==> src/include/csr_consts.svh <==
// Constants for the charge setpoint and status register bank.
// Assumes a 250 MHz ref_clk and a word-wide register port behind the SMBus engine.
`ifndef CSR_CONSTS_SVH
`define CSR_CONSTS_SVH

// ****************************************************************
// Register command codes
// ****************************************************************
`define CSR_ADDR_CURRENT      8'h14
`define CSR_ADDR_VOLTAGE      8'h15
`define CSR_ADDR_STATUS       8'h20

// ****************************************************************
// Field positions
// ****************************************************************
`define CSR_CUR_MSB           12
`define CSR_CUR_LSB           6
`define CSR_VOLT_MSB          14
`define CSR_VOLT_LSB          3
`define CSR_VOLT_RSVD_BIT     15
`define CSR_STAT_WR_MASK      16'h0018

// ****************************************************************
// Limits, reset values and masks; voltage codes in mV units, current codes in mA units
// ****************************************************************
`define CSR_VOLT_MIN          16'h0400
`define CSR_VOLT_MAX          16'h4B00
`define CSR_VOLT_1S           16'h1068
`define CSR_VOLT_2S           16'h20D0
`define CSR_VOLT_3S           16'h3138
`define CSR_VOLT_4S           16'h41A0
`define CSR_STATUS_RESET      16'h0000
`define CSR_PRECHG_CLAMP      16'h0180
`define CSR_FAST_1S_CLAMP     16'h07C0
`define CSR_CUR_FIELD_MASK    16'h1FC0
`define CSR_VOLT_FIELD_MASK   16'h7FF8

`endif

==> src/include/csr_pkg.sv <==
// Types for the charge setpoint and status register bank.
// Assumes csr_consts.svh is on the include path.
package csr_pkg;

  // ****************************************************************
  // Charge phase
  // ****************************************************************
  typedef enum logic [2:0] {
    CSR_IDLE    = 3'b001,
    CSR_PRECHG  = 3'b010,
    CSR_FASTCHG = 3'b100
  } csr_phase_t;

  // ****************************************************************
  // Status inputs from the analog side
  // ****************************************************************
  typedef struct packed {
    logic input_present;
    logic optimizer_done;
    logic vmin_assist_active;
    logic input_voltage_limiting;
    logic input_current_limiting;
    logic fast_charge_active;
    logic precharge_active;
    logic reverse_power_active;
  } csr_state_t;

  typedef struct packed {
    logic input_overvoltage_fault;
    logic battery_overcurrent_fault;
    logic input_overcurrent_fault;
    logic system_overvoltage_fault;
    logic system_undervoltage_fault;
    logic converter_off_fault;
    logic reverse_overvoltage_fault;
    logic reverse_undervoltage_fault;
  } csr_fault_t;

  // Word-wide register access from the SMBus engine
  typedef struct packed {
    logic        wr;
    logic        rd;
    logic [7:0]  cmd;
    logic [15:0] wdata;
  } csr_req_t;

endpackage : csr_pkg

==> src/csr_precharge_clamp.sv <==
// Pre-charge and fast-charge current clamp for the charge setpoint bank.
// Assumes battery comparator levels are already synchronous to ref_clk.
`include "csr_consts.svh"

module csr_precharge_clamp
  import csr_pkg::*;
(
  input  wire logic        ref_clk,
  input  wire logic        rst_n,
  input  wire logic        charging,
  input  wire logic        one_cell,
  input  wire logic        batt_below_vmin,
  input  wire logic        batt_below_3v,
  input  wire logic        linear_precharge_enable,
  input  wire logic [15:0] current_setpoint,
  output      logic [15:0] current_target,
  output      logic        battery_switch_linear,
  output      csr_phase_t  phase
);

  logic [15:0] next_current_target;
  logic        next_battery_switch_linear;
  csr_phase_t  next_phase;
  logic        in_precharge;

  // ****************************************************************
  // Phase and clamp
  // ****************************************************************
  always_comb begin
    in_precharge = one_cell ? batt_below_3v : batt_below_vmin;
    next_phase   = CSR_IDLE;
    if (charging) begin
      next_phase = in_precharge ? CSR_PRECHG : CSR_FASTCHG;
    end
    next_current_target        = charging ? current_setpoint : 16'h0000;
    next_battery_switch_linear = 1'b0;
    if (charging && linear_precharge_enable && batt_below_vmin) begin
      next_battery_switch_linear = 1'b1;
    end
    if (charging && linear_precharge_enable) begin
      if (in_precharge && current_setpoint > `CSR_PRECHG_CLAMP) begin
        next_current_target = `CSR_PRECHG_CLAMP;
      end else if (one_cell && batt_below_vmin
                   && current_setpoint > `CSR_FAST_1S_CLAMP) begin
        next_current_target = `CSR_FAST_1S_CLAMP;
      end
    end
  end

  always_ff @(posedge ref_clk) begin
    if (!rst_n) begin
      current_target        <= 16'h0000;
      battery_switch_linear <= 1'b0;
      phase                 <= CSR_IDLE;
    end else begin
      current_target        <= next_current_target;
      battery_switch_linear <= next_battery_switch_linear;
      phase                 <= next_phase;
    end
  end

endmodule : csr_precharge_clamp

==> src/csr_charge_regs.sv <==
// Charge current, charge voltage and charger status registers.
// Assumes an SMBus engine delivers whole words (low byte first on the wire)
// as one-cycle requests, and that analog status levels are ref_clk synchronous.
//
// Summary of operation
// - Bits 7 and 6 weigh 128, 64 mA
// - Reserved current bits and voltage bits 2..0 do nothing
// - Voltage write with bit 15 set rejected
// - Voltage bits 14..3 in 8 mV steps
// - Only 1.024 V to 19.200 V accepted
// - Reset voltage from cell-count strap
// - Current write starts charge when power good
// - Zero voltage write clears current, keeps voltage
// - Linear pre-charge uses switch in linear mode
// - Multi-cell pre-charge clamped to 384 mA; clamp applies only with linear_precharge_enable set
// - One cell: 3 V threshold, linear until vmin
// - One cell below vmin: fast charge 1984 mA; clamp applies only with linear_precharge_enable set
// - Status at 20h, upper byte live states
// - Lower byte latched faults, bits 4,3 writable
// - Bits 12..8 weigh 4096 down to 256 mA
// - Clear current on removal, reset, watchdog
// - Input present follows valid input window
`include "csr_consts.svh"

module csr_charge_regs
  import csr_pkg::*;
(
  input  wire logic        ref_clk,
  input  wire logic        rst_n,
  input  wire csr_req_t    req,
  output      logic [15:0] rdata,
  output      logic        rvalid,
  output      logic        wr_invalid,
  input  wire logic [1:0]  cell_count_strap,
  input  wire logic        battery_present,
  input  wire logic        input_power_good,
  input  wire logic        watchdog_event,
  input  wire logic        register_reset,
  input  wire logic        linear_precharge_enable,
  input  wire logic        batt_below_vmin,
  input  wire logic        batt_below_3v,
  input  wire csr_state_t  live_state,
  input  wire csr_fault_t  fault_event,
  output      logic [15:0] current_target,
  output      logic [15:0] voltage_target,
  output      logic        charge_enable,
  output      logic        battery_switch_linear,
  output      csr_phase_t  phase
);

  // ****************************************************************
  // State
  // ****************************************************************
  logic [15:0] current_setpoint;
  logic [15:0] next_current_setpoint;
  logic [15:0] voltage_setpoint;
  logic [15:0] next_voltage_setpoint;
  logic [7:0]  status_hi;
  logic [7:0]  next_status_hi;
  logic [7:0]  fault_flags;
  logic [7:0]  next_fault_flags;
  logic [15:0] next_rdata;
  logic        next_rvalid;
  logic        next_wr_invalid;
  logic        next_charge_enable;
  logic        strap_loaded;
  logic [15:0] strap_voltage;
  logic [15:0] volt_code;
  logic        cur_write;
  logic        volt_write;
  logic        stat_write;
  logic        clear_current;

  // ****************************************************************
  // Request decode
  // ****************************************************************
  assign cur_write     = req.wr && (req.cmd == `CSR_ADDR_CURRENT);
  assign volt_write    = req.wr && (req.cmd == `CSR_ADDR_VOLTAGE);
  assign stat_write    = req.wr && (req.cmd == `CSR_ADDR_STATUS);
  // Any of these drops the charge current back to zero
  assign clear_current = !battery_present || !live_state.input_present
                         || register_reset || watchdog_event;
  assign volt_code     = req.wdata & `CSR_VOLT_FIELD_MASK;

  // ****************************************************************
  // Strap decode
  // ****************************************************************
  always_comb begin
    unique case (cell_count_strap)
      2'd0:    strap_voltage = `CSR_VOLT_1S;
      2'd1:    strap_voltage = `CSR_VOLT_2S;
      2'd2:    strap_voltage = `CSR_VOLT_3S;
      default: strap_voltage = `CSR_VOLT_4S;
    endcase
  end

  // ****************************************************************
  // Setpoint registers
  // ****************************************************************
  always_comb begin
    next_current_setpoint = current_setpoint;
    next_voltage_setpoint = voltage_setpoint;
    next_wr_invalid       = 1'b0;
    // Strap is taken once after reset and again on register reset
    if (!strap_loaded) begin
      next_voltage_setpoint = strap_voltage;
    end
    if (cur_write) begin
      // Reserved bits are dropped here, so they read back as zero
      next_current_setpoint = req.wdata & `CSR_CUR_FIELD_MASK;
    end
    if (volt_write) begin
      if (req.wdata[`CSR_VOLT_RSVD_BIT]) begin
        next_wr_invalid = 1'b1;
      end else if (volt_code == 16'h0000) begin
        // Code zero stops charging and is never stored as a voltage
        next_current_setpoint = 16'h0000;
      end else if (volt_code < `CSR_VOLT_MIN || volt_code > `CSR_VOLT_MAX) begin
        next_wr_invalid = 1'b1;
      end else begin
        next_voltage_setpoint = volt_code;
      end
    end
    if (clear_current) begin
      next_current_setpoint = 16'h0000;
    end
    if (register_reset) begin
      next_voltage_setpoint = strap_voltage;
    end
    // Charge runs with whatever voltage is held, strap default included
    next_charge_enable = input_power_good && (next_current_setpoint != 16'h0000);
  end

  always_ff @(posedge ref_clk) begin
    if (!rst_n) begin
      current_setpoint <= 16'h0000;
      voltage_setpoint <= `CSR_VOLT_1S;
      strap_loaded     <= 1'b0;
      wr_invalid       <= 1'b0;
      charge_enable    <= 1'b0;
    end else begin
      current_setpoint <= next_current_setpoint;
      voltage_setpoint <= next_voltage_setpoint;
      strap_loaded     <= 1'b1;
      wr_invalid       <= next_wr_invalid;
      charge_enable    <= next_charge_enable;
    end
  end

  // ****************************************************************
  // Status register
  // ****************************************************************
  always_comb begin
    // Live states follow their inputs one cycle late
    next_status_hi   = live_state;
    next_fault_flags = fault_flags;
    if (stat_write) begin
      next_fault_flags = (fault_flags & ~8'(`CSR_STAT_WR_MASK))
                         | (req.wdata[7:0] & 8'(`CSR_STAT_WR_MASK));
    end
    // A fault event in the same cycle as a clearing write wins
    next_fault_flags = next_fault_flags | fault_event;
  end

  always_ff @(posedge ref_clk) begin
    if (!rst_n) begin
      status_hi   <= 8'(`CSR_STATUS_RESET >> 8);
      fault_flags <= 8'(`CSR_STATUS_RESET);
    end else begin
      status_hi   <= next_status_hi;
      fault_flags <= next_fault_flags;
    end
  end

  // ****************************************************************
  // Read port, one word per request
  // ****************************************************************
  always_comb begin
    // Unmapped commands read as zero
    next_rvalid = req.rd;
    next_rdata  = 16'h0000;
    if (req.rd) begin
      unique case (req.cmd)
        `CSR_ADDR_CURRENT: next_rdata = current_setpoint;
        `CSR_ADDR_VOLTAGE: next_rdata = voltage_setpoint;
        `CSR_ADDR_STATUS:  next_rdata = {status_hi, fault_flags};
        default:           next_rdata = 16'h0000;
      endcase
    end
  end

  always_ff @(posedge ref_clk) begin
    if (!rst_n) begin
      rdata          <= 16'h0000;
      rvalid         <= 1'b0;
      voltage_target <= 16'h0000;
    end else begin
      rdata          <= next_rdata;
      rvalid         <= next_rvalid;
      // Target voltage trails the stored setpoint by one cycle
      voltage_target <= voltage_setpoint;
    end
  end

  // ****************************************************************
  // Current clamp
  // ****************************************************************
  // Clamp registers the setpoint, so targets trail a write by two cycles
  csr_precharge_clamp u_clamp (
    .ref_clk                 (ref_clk),
    .rst_n                   (rst_n),
    .charging                (charge_enable),
    .one_cell                (cell_count_strap == 2'd0),
    .batt_below_vmin         (batt_below_vmin),
    .batt_below_3v           (batt_below_3v),
    .linear_precharge_enable (linear_precharge_enable),
    .current_setpoint        (current_setpoint),
    .current_target          (current_target),
    .battery_switch_linear   (battery_switch_linear),
    .phase                   (phase)
  );

endmodule : csr_charge_regs

==> config.mk <==
export PLATFORM = sky130hd
export DESIGN_NAME = csr_charge_regs
export DESIGN_NICKNAME = d
export VERILOG_FILES = /design/src/include/csr_pkg.sv /design/src/csr_precharge_clamp.sv /design/src/csr_charge_regs.sv
export VERILOG_INCLUDE_DIRS = /design/src /design/src/include
export SDC_FILE = /design/constraint.sdc
export NUM_CORES = 1
export LEC_CHECK = 0
export BUFFER_PORTS_ARGS = -buffer_cell sky130_fd_sc_hd__buf_2
export CORE_MARGIN = 2
export CORE_UTILIZATION = 55
export DETAILED_ROUTE_END_ITERATION = 6
export PLACE_DENSITY = 0.93
export SLEW_MARGIN = 20
export SYNTH_ARGS = -nofsm -noshare
export SYNTH_HDL_FRONTEND = slang
export SYNTH_SLANG_ARGS = --single-unit
==> constraint.sdc <==
create_clock -name ref_clk -period 3.6 [get_ports ref_clk]
set_input_delay 0.72 -clock ref_clk [delete_from_list [all_inputs] [get_ports ref_clk]]
set_output_delay 0.72 -clock ref_clk [all_outputs]
set_load 0.05 [all_outputs]
* After elaboration in Yosys (flattened, before gate mapping) *
Cells that the tools add are included.

operators by class
  magnitude comparators = 4
  bitwise operators = 2
  mux-type cells = 25
  equality and inequality tests = 5
  reductions and logical operators = 21

operator list
  operator              number
  $mux 16               15
  $pmux 16 s3           1
  $pmux 15 s3           1
  $eq 8x5->1 const B    2
  $gt 16x11->1 const B  1
  $gt 16x9->1 const B   1
  $logic_not 16->1      1
  $reduce_bool 16->1    1
  $gt 15x15->1 const B  1
  $lt 15x11->1 const B  1
  $logic_and 1x1->1     9
  $eq 8x6->1 const B    1
  $mux 8                1
  $or 8x5->8            1
  $or 8x8->8            1
  $mux 1                6
  $reduce_and 2->1      3
  $logic_or 1x1->1      4
  $mux 3                1
  $eq 2x1->1 const B    1
  $eq 2x2->1 const B    1
  $logic_not 1->1       2
  $logic_not 2->1       1

storage, ports and cells
  register bits = 104
  input port bits = 53
  word-level logic and storage cells = 70

* Longest topological paths before layout *
Gate-level depths: netlist of run 1.

  word-level depth = 9
  depth in mapped cells = 8

* Cells and area by module *
Synthesis of run 1 repeated with hierarchy kept, for this count alone.

second synthesis, totals
  cells, all modules = 404
  area total of the unflattened synthesis = 3940.0 µm²

modules (own cells, without submodules)
  module               area each (µm²)  instances  cells an instance  seq. area each (µm²)
  csr_charge_regs      3191.8           1          321                1681.6
  csr_precharge_clamp  748.2            1          83                 400.4

* Least setup slack after synthesis of run 1 *
Ideal clock, no wire load.

  path type = input to register
  start point = input req[19] (netlist bit)
  end point = register fault_flags[3]
  slack = 1.368 ns
  arrival = 2.117 ns
  setup time = 0.115 ns
  data required time = 3.485 ns
  stages on the path = 5
  buffers on the path = 0
  cell sequence = or4b_4 -> nor3b_4 -> nand2_1 -> mux2_2 -> o21a_1

on the way
  cells in the longest elaborated chain, start to end = 4

ends and longest elaborated chain
  element                 line                    RTL
  start: declaration      csr_charge_regs.sv:30   input wire csr_req_t req,
  $eq 8x6->1              n/a
  $logic_and 1x1->1       csr_charge_regs.sv:79   assign stat_write = req.wr && (req.cmd == `CSR_ADDR_STATUS);
  $mux 8                  csr_charge_regs.sv:157  if (stat_write) begin
  $or 8x8->8              csr_charge_regs.sv:162  next_fault_flags = next_fault_flags | fault_event;
  end signal: assignment  csr_charge_regs.sv:168  fault_flags <= 8'(`CSR_STATUS_RESET);
  end signal: assignment  csr_charge_regs.sv:171  fault_flags <= next_fault_flags;
  end: declaration        csr_charge_regs.sv:60   logic [7:0] fault_flags;

No other way between the ends.
A chain may end at the register's enable or synchronous reset.

* Final worst setup path of run 1 *
  start point = input req[19] (netlist bit)
  end point = register voltage_setpoint[14]

on the way
  cells in the longest elaborated chain, start to end = 4

ends and longest elaborated chain
  element                 line                    RTL
  $eq 8x5->1              n/a
  $logic_and 1x1->1       csr_charge_regs.sv:78   assign volt_write = req.wr && (req.cmd == `CSR_ADDR_VOLTAGE);
  $mux 16                 csr_charge_regs.sv:112  if (volt_write) begin
  $mux 16                 csr_charge_regs.sv:127  if (register_reset) begin
  end signal: assignment  csr_charge_regs.sv:137  voltage_setpoint <= `CSR_VOLT_1S;
  end signal: assignment  csr_charge_regs.sv:143  voltage_setpoint <= next_voltage_setpoint;
  end: declaration        csr_charge_regs.sv:56   logic [15:0] voltage_setpoint;

No other way between the ends.

==> metrics.json, run 1 <==
{
  "result_of_the_run": "complete, no violations",
  "chipHeight_um": 86.4,
  "yosys_warnings": 0,
  "rows": 30,
  "tritoncts": "built",
  "number_of_setup_violations_in_the_final_report": 0,
  "routed_wire_length_per_instance_um": 16.7,
  "rsz_0062_raised_after_global_routing": "false",
  "start_kind": "input pin",
  "worstPathArrival_ns": 2.59,
  "postSynthAreaPerCell_um2": 10.4,
  "critical_path_required_ns": 3.89,
  "yosysSeqAreaShare": 0.558,
  "antenna_cells_inserted": 0,
  "die_area_mm2": 0.00746,
  "globalRoute.totalOverflow": 0,
  "hold_violations": 0,
  "route.antenna.remaining_nets": 0,
  "layout.cells.most_common_list": "sky130_fd_sc_hd__dfxtp_1 (104), sky130_fd_sc_hd__buf_2 (104), sky130_fd_sc_hd__and2_1 (48)",
  "post-route-drc-count": 0,
  "fmax_mhz": 435,
  "detail_route.vias_per_cell": 5.77,
  "wire_length_of_the_first_global_routing_pass_mm": 14.2,
  "postSynthRegisterBits": 104,
  "vias": 3165,
  "coreArea_mm2": 0.00668,
  "hold_path_startpoint": "fault_flags[1]",
  "vias_in_the_first_global_route": 2901,
  "cts_hold_buffers": 0,
  "half_perimeter_wire_length_after_placement_mm": 6.67,
  "final_period_minus_worst_setup_slack_ns": 2.30,
  "critPathCaptureType": "flip-flop",
  "cts.root.buffer_cell": "sky130_fd_sc_hd__clkbuf_8",
  "clock_tree.buffer_depth": 2,
  "post_synth_inst_count": 360,
  "syn-cell-area_mm2": 0.00373,
  "grt_antenna_before_repair": 0,
  "drtIter0Drc": 279,
  "number_of_enable_flip_flop_cells_after_synthesis": 0,
  "globalRouteTotalUtil": 0.249,
  "worstSetupStartpoint": "req[19]",
  "grt_max_degree": 35,
  "synth.net_count": 418,
  "timing_worst_slew_pin_value_ns": 0.643,
  "die_w_um": 86.4,
  "critPathKind": "input pin to flip-flop",
  "fin_tns_setup_ns": 0,
  "htree_levels": 3,
  "report.final.slew_viol_count": 0,
  "design.portCount": 108,
  "crit_path_max_fanout": 20,
  "layout-drive-gt1-share": 0.307,
  "cts-buffers-inserted": 9,
  "final_cells": 549,
  "p_leak_nw": 2.09,
  "initial_core_util": 0.559,
  "post_cts_resized": 0,
  "post-cts-setup-buffers": 0,
  "clock_latency_ns": 0.36,
  "min-delay-path-class": "flip-flop to flip-flop",
  "placed_cells_incl_taps": 533,
  "design.final.nets": 522,
  "place_congestion": 0.888,
  "finalClockSkew_ns": 0.00988,
  "overall_routed_net_length_mm": 9.16,
  "synth_cell_type_count": 48,
  "maxCapViolCount": 0,
  "slew-limit-headroom": 0.570,
  "fin_crit_sh": 0.639,
  "syn2layout_area_growth_pct": 21.0,
  "yosys_most_used_dff": "sky130_fd_sc_hd__dfxtp_1",
  "power.ir.vdd_worst_mv": 0.256,
  "drtPass1Iterations": 7,
  "critical_register_to_register_path_startpoint": "current_setpoint[5]",
  "path_clk_slew_ns": 0.10,
  "cts_sinks": 104,
  "port-buffer-count": 104,
  "ys_async_sr_fraction": 0,
  "pwr_density_cell_mw_per_mm2": 445
}
## worst max-delay path: stages
cell,delay [ns]
sky130_fd_sc_hd__buf_2,0.11
sky130_fd_sc_hd__nor4bb_1,0.31
sky130_fd_sc_hd__and3_1,0.27
sky130_fd_sc_hd__nand4b_1,0.28
sky130_fd_sc_hd__buf_4,0.31
sky130_fd_sc_hd__or3b_2,0.44
sky130_fd_sc_hd__a21boi_0,0.15
## flip-flops by register name, summed over array words and instances, names as in the netlist
name and cells:
rdata 16, wr_invalid 1, status_hi 8, voltage_target 16, rvalid 1, u_clamp.battery_switch_linear 1
fault_flags 8, voltage_setpoint 16, charge_enable 1, strap_loaded 1, u_clamp.current_target 16, u_clamp.phase 3
current_setpoint 16
## routing by layer
| metal | share of wire | global-route usage |
|---|---|---|
| met5 | 0 | 0 |
| met4 | 0.023 | 0.112 |
| met3 | 0.075 | 0.0505 |
| met2 | 0.48 | 0.392 |
| met1 | 0.42 | 0.331 |
## cells by family (layout without fill, tap and decap cells)
group | count (synthesis) | after routing | synth area share
buffers and inverters | 22 | 131 | 0.0235
AOI/OAI and AO/OA | 63 | 63 | 0.134
muxes | 15 | 15 | 0.0419
adders and majority gates | 5 | 5 | 0.0168
and+or+nand+nor | 151 | 151 | 0.226
DFF | 104 | 104 | 0.558
## cell type report
type / count / area (µm²)
Tap cell: 80 / 100
Multi-Input combinational cell: 234 / 1570
Inverter: 4 / 15.0
Fill cell: 527 / 2160
Clock inverter: 7 / 55.1
Sequential cell: 104 / 2080
Timing Repair Buffer: 111 / 573
Clock buffer: 9 / 124
## path summary, 6_finish.rpt
path	to	slack, ns	cells after the start
worst max-delay path	voltage_setpoint[14]	1.30	7
worst min-delay path	fault_flags[1]	0.49	1
worst max register to register	u_clamp.current_target[4]	1.51	6
worst min register to register	fault_flags[1]	0.49	1
## Yosys cell counts (all sizes together), types with 2 or more instances
library cell / count / area share
nor4bb: 2 / 0.0054
o21ai: 8 / 0.011
a22oi: 4 / 0.0080
a31oi: 2 / 0.0034
clkbuf: 13 / 0.013
nand3: 6 / 0.0080
nor3: 10 / 0.013
o21a: 9 / 0.018
buf: 5 / 0.0064
nand2: 9 / 0.0090
nor2b: 4 / 0.0067
nand3b: 3 / 0.0060
o221a: 2 / 0.0060
nor2: 43 / 0.043
a222oi: 16 / 0.043
a21boi: 3 / 0.0060
a21o: 3 / 0.0060
and3: 7 / 0.012
nand4: 4 / 0.0067
a211oi: 2 / 0.0040
and4: 2 / 0.0047
mux2: 5 / 0.015
a21bo: 3 / 0.0080
mux2i: 10 / 0.027
a21oi: 4 / 0.0054
ha: 5 / 0.017
or3b: 3 / 0.0070
and2: 48 / 0.080
nand2b: 2 / 0.0034
o31ai: 2 / 0.0040
dfxtp: 104 / 0.56
inv: 4 / 0.0040
## power breakdown
group,internal [mW],switching (mW)
Sequential,1.18,0.0180
Combinational,0.0599,0.0862
Clock,0.259,0.410
Total,1.50,0.514
## stage by stage
step	hold WS [ns]	setup WS, ns	area [µm²]	util	power [mW]
final	0.488	1.30	4520	0.676	2.01
after global routing	0.499	1.16	4520	0.676	2.07
after CTS	0.478	1.30	4520	0.676	2.01
after detailed placement	0.456	0.934	4340	0.649	1.37
after global placement	0.442	0.987	4340	0.649	1.36
after floorplan	0.428	1.37	3730	-	1.30
No activity file was read; power rests on OpenSTA's default activity.
==> run 2, diff against run 1 <==
--- a/config.mk
+++ b/config.mk
@@ -8,9 +8,9 @@
 export LEC_CHECK = 0
 export BUFFER_PORTS_ARGS = -buffer_cell sky130_fd_sc_hd__buf_2
 export CORE_MARGIN = 2
-export CORE_UTILIZATION = 55
+export CORE_UTILIZATION = 46
 export DETAILED_ROUTE_END_ITERATION = 6
-export PLACE_DENSITY = 0.93
+export PLACE_DENSITY = 0.84
 export SLEW_MARGIN = 20
 export SYNTH_ARGS = -nofsm -noshare
 export SYNTH_HDL_FRONTEND = slang
==> constraint.sdc (replaced) <==
create_clock -name ref_clk -period 1.9 [get_ports ref_clk]
set_input_delay 0.38 -clock ref_clk [delete_from_list [all_inputs] [get_ports ref_clk]]
set_output_delay 0.38 -clock ref_clk [all_outputs]
set_load 0.05 [all_outputs]
==> metrics.json, run 2 (synthesis gave the netlist of run 1 again) <==
{
  "result_of_the_run": {"value": "finished with violations", "change": "was complete, no violations"},
  "violations": "negative setup slack",
  "worst_path_largest_cell_delay": {"value": 0.57, "unit": "ns", "change": "was 0.44 ns"},
  "half_perimeter_wire_length_after_placement": {"value": 7.19, "unit": "mm", "change": "was 6.67 mm"},
  "worstPathArrival": {"value": 2.31, "unit": "ns", "change": "was 2.59 ns"},
  "timing.final.ws_setup": {"value": -0.101, "unit": "ns", "change": "was 1.30 ns"},
  "crit_path_max_fanout": {"value": 6, "change": "was 20"},
  "hold_violations": {"value": 0, "change": "unchanged"},
  "hold_slack": {"value": 0.217, "unit": "ns", "change": "was 0.488 ns"},
  "clock_latency": {"value": 0.36, "unit": "ns", "change": "about the same"},
  "critical_register_to_register_path_startpoint": {"value": "current_setpoint[0]", "change": "was current_setpoint[5]"},
  "chipHeight": {"value": 94.1, "unit": "µm", "change": "was 86.4 µm"},
  "fin_crit_sh": 1.05,
  "setup_slack_of_the_worst_register_to_register_path": {"value": -0.10, "unit": "ns", "change": "was 1.51 ns"},
  "drtIter0Drc": {"value": 356, "change": "was 279"},
  "cts.root.buffer_cell": {"value": "sky130_fd_sc_hd__clkbuf_8", "change": "unchanged"},
  "cts-buffers-inserted": {"value": 9, "change": "unchanged"},
  "initial_core_util": {"value": 0.478, "change": "was 0.559"},
  "maxCapViolCount": {"value": 0, "change": "unchanged"},
  "htree_levels": {"value": 3, "change": "unchanged"},
  "cts_sinks": {"value": 104, "change": "unchanged"},
  "overall_routed_net_length": {"value": 9.67, "unit": "mm", "change": "was 9.16 mm"},
  "final_period_minus_worst_setup_slack_ns": 2.00,
  "placed_cells_incl_taps": {"value": 584, "change": "was 533"},
  "design.final.nets": {"value": 555, "change": "was 522"},
  "syn2layout_area_growth": {"value": 30.6, "unit": "%", "change": "was 21.0%"},
  "drtPass1Iterations": {"value": 6, "change": "was 7"},
  "grt_antenna_before_repair": {"value": 0, "change": "unchanged"},
  "hold_path_startpoint": {"value": "fault_event[2]", "change": "was fault_flags[1]"},
  "detail_route.vias_per_cell": {"value": 5.36, "change": "was 5.77"},
  "pwr_density_cell": {"value": 788, "unit": "mW/mm²", "change": "was 445 mW/mm²"},
  "globalRouteTotalUtil": {"value": 0.221, "change": "was 0.249"},
  "report.final.slew_viol_count": {"value": 0, "change": "unchanged"},
  "route.antenna.remaining_nets": {"value": 0, "change": "unchanged"},
  "vias_in_the_first_global_route": {"value": 3090, "change": "was 2,901"},
  "critPathKind": {"value": "flip-flop to flip-flop", "change": "was input pin to flip-flop"},
  "min-delay-path-class": {"value": "input pin to flip-flop", "change": "was flip-flop to flip-flop"},
  "port-buffer-count": {"value": 104, "change": "unchanged"},
  "final_cells": {"value": 604, "change": "was 549"},
  "rows": {"value": 32, "change": "was 30"},
  "grt_max_degree": {"value": 51, "change": "was 35"},
  "layout.cells.most_common_list": {"value": "sky130_fd_sc_hd__buf_2 (104), sky130_fd_sc_hd__dfxtp_1 (102), sky130_fd_sc_hd__and2_1 (46)", "change": "was sky130_fd_sc_hd__dfxtp_1 (104), sky130_fd_sc_hd__buf_2 (104), sky130_fd_sc_hd__and2_1 (48)"},
  "wire_length_of_the_first_global_routing_pass": {"value": 15.0, "unit": "mm", "change": "was 14.2 mm"},
  "routed_wire_length_per_instance": {"value": 16.0, "unit": "µm", "change": "was 16.7 µm"},
  "post-route-drc-count": {"value": 0, "change": "unchanged"},
  "critPathSlowestCell": {"value": "sky130_fd_sc_hd__or4_4", "change": "was sky130_fd_sc_hd__or3b_2"},
  "cts_hold_buffers": {"value": 0, "change": "unchanged"},
  "r2r_worst_path_depth": {"value": 6, "change": "unchanged"},
  "power.ir.vdd_worst": {"value": 0.436, "unit": "mV", "change": "was 0.256 mV"},
  "start_kind": {"value": "flip-flop", "change": "was input pin"},
  "number_of_setup_violations_in_the_final_report": {"value": 14, "change": "was 0"},
  "critPathCaptureType": {"value": "flip-flop", "change": "unchanged"},
  "place_congestion": {"value": 0.928, "change": "was 0.888"},
  "placement.setup.worst_slack": {"value": -0.160, "unit": "ns", "change": "was 0.934 ns"},
  "vias": {"value": 3237, "change": "was 3,165"},
  "layout-drive-gt1-share": {"value": 0.371, "change": "was 0.307"},
  "rsz_0062_raised_after_global_routing": {"value": "true", "change": "was false"},
  "timing_worst_slew_pin_value": {"value": 0.567, "unit": "ns", "change": "was 0.643 ns"},
  "globalRoute.totalOverflow": {"value": 0, "change": "unchanged"},
  "p_leak": {"value": 2.28, "unit": "nW", "change": "was 2.09 nW"},
  "coreArea": {"value": 0.00781, "unit": "mm²", "change": "was 0.00668 mm²"},
  "cp_cell_sequence": {"value": "or4_4 > o311ai_2 > a31oi_2 > nor3_4 > buf_6 > and2_4", "change": "was buf_2 > nor4bb_1 > and3_1 > nand4b_1 > buf_4 > or3b_2 > a21boi_0"},
  "critical_path_required": {"value": 2.21, "unit": "ns", "change": "was 3.89 ns"},
  "postLayoutCellArea": {"value": 0.00487, "unit": "mm²", "change": "was 0.00452 mm²"},
  "tritoncts": {"value": "built", "change": "unchanged"},
  "worstReg2RegEnd": {"value": "u_clamp.current_target[12]", "change": "was u_clamp.current_target[4]"},
  "design.portCount": {"value": 108, "change": "unchanged"},
  "path_clk_slew": {"value": 0.10, "unit": "ns", "change": "about the same"},
  "die_w": {"value": 94.1, "unit": "µm", "change": "was 86.4 µm"},
  "antenna_cells_inserted": {"value": 0, "change": "unchanged"},
  "placed_area": {"value": 0.00461, "unit": "mm²", "change": "was 0.00434 mm²"},
  "hold_path_end": {"value": "fault_flags[2]", "change": "was fault_flags[1]"},
  "die_area": {"value": 0.00885, "unit": "mm²", "change": "was 0.00746 mm²"},
  "most_common_cell_after_layout_fill_and_taps_aside": "sky130_fd_sc_hd__buf_2",
  "fmax_mhz": 500,
  "total_power": {"value": 3.84, "unit": "mW", "change": "was 2.01 mW"},
  "min_path_cells": {"value": 2, "change": "was 1"},
  "finalClockSkew": {"value": 0.0105, "unit": "ns", "change": "was 0.00988 ns"},
  "clock_tree.buffer_depth": {"value": 2, "change": "unchanged"},
  "slew-limit-headroom": {"value": 0.620, "change": "was 0.570"}
}
-- run 2: power breakdown --
part	internal [mW]	switching [mW]	total [mW]	leakage (nW)
registers	2.23	0.0359	2.27	0.849
clock network	0.528	0.744	1.27	0.0948
logic	0.135	0.168	0.303	1.33
total	2.89	0.948	3.84	2.28
-- run 2: final cells by class --
class | count | area, µm²
clock buffer | 10 | 138
sequential | 104 | 2080
inverter | 4 | 15.0
clock inverter | 6 | 50.0
tap | 102 | 128
timing repair buffer | 144 | 853
multi-input combinational | 234 | 1610
fill | 662 | 2930
-- run 2: critical path: cells and delay by family (launching register included) --
kind	cells	cell delay [ns]
and+or+nand+nor	3	1.00
AOI/OAI and AO/OA	2	0.46
DFF	1	0.33
buffers and inverters	1	0.17
-- run 2: per-layer routing --
layer / part of all wire / global-route usage / up-vias
met5: 0 / 0 / -
met4: 0.013 / 0.0616 / 0
met3: 0.075 / 0.0482 / 16
met2: 0.50 / 0.377 / 158
met1: 0.41 / 0.282 / 1513
li1: - / - / 1550
-- run 2: how the worst max path moves through the flow --
stage                              startpoint                         end  slack [ns]  cells after the start
final                     current_setpoint[0]  u_clamp.current_target[12]       -0.10                      6
after global routing      current_setpoint[0]  u_clamp.current_target[14]       -0.15                      7
after CTS                 current_setpoint[5]  u_clamp.current_target[12]       -0.05                      7
after detailed placement              req[19]         voltage_setpoint[4]       -0.16                      7
after global placement                req[19]        voltage_setpoint[14]       -0.11                      7
after floorplan                       req[19]              fault_flags[3]       0.008                      5
-- run 2: timing repair --
item                                    CTS  global route
resized for setup                         2            13
buffers inserted                          0             3
endpoints found under the setup margin   16            16
gates cloned                              0             1
pin swaps                                 0             4
-- run 2: stage by stage --
stage	TNS [ns]	utilization
floorplan	0	-
global placement	-1.32	0.590
detailed placement	-2.04	0.590
CTS	-0.220	0.616
global route	-1.89	0.624
finish	-1.18	0.624
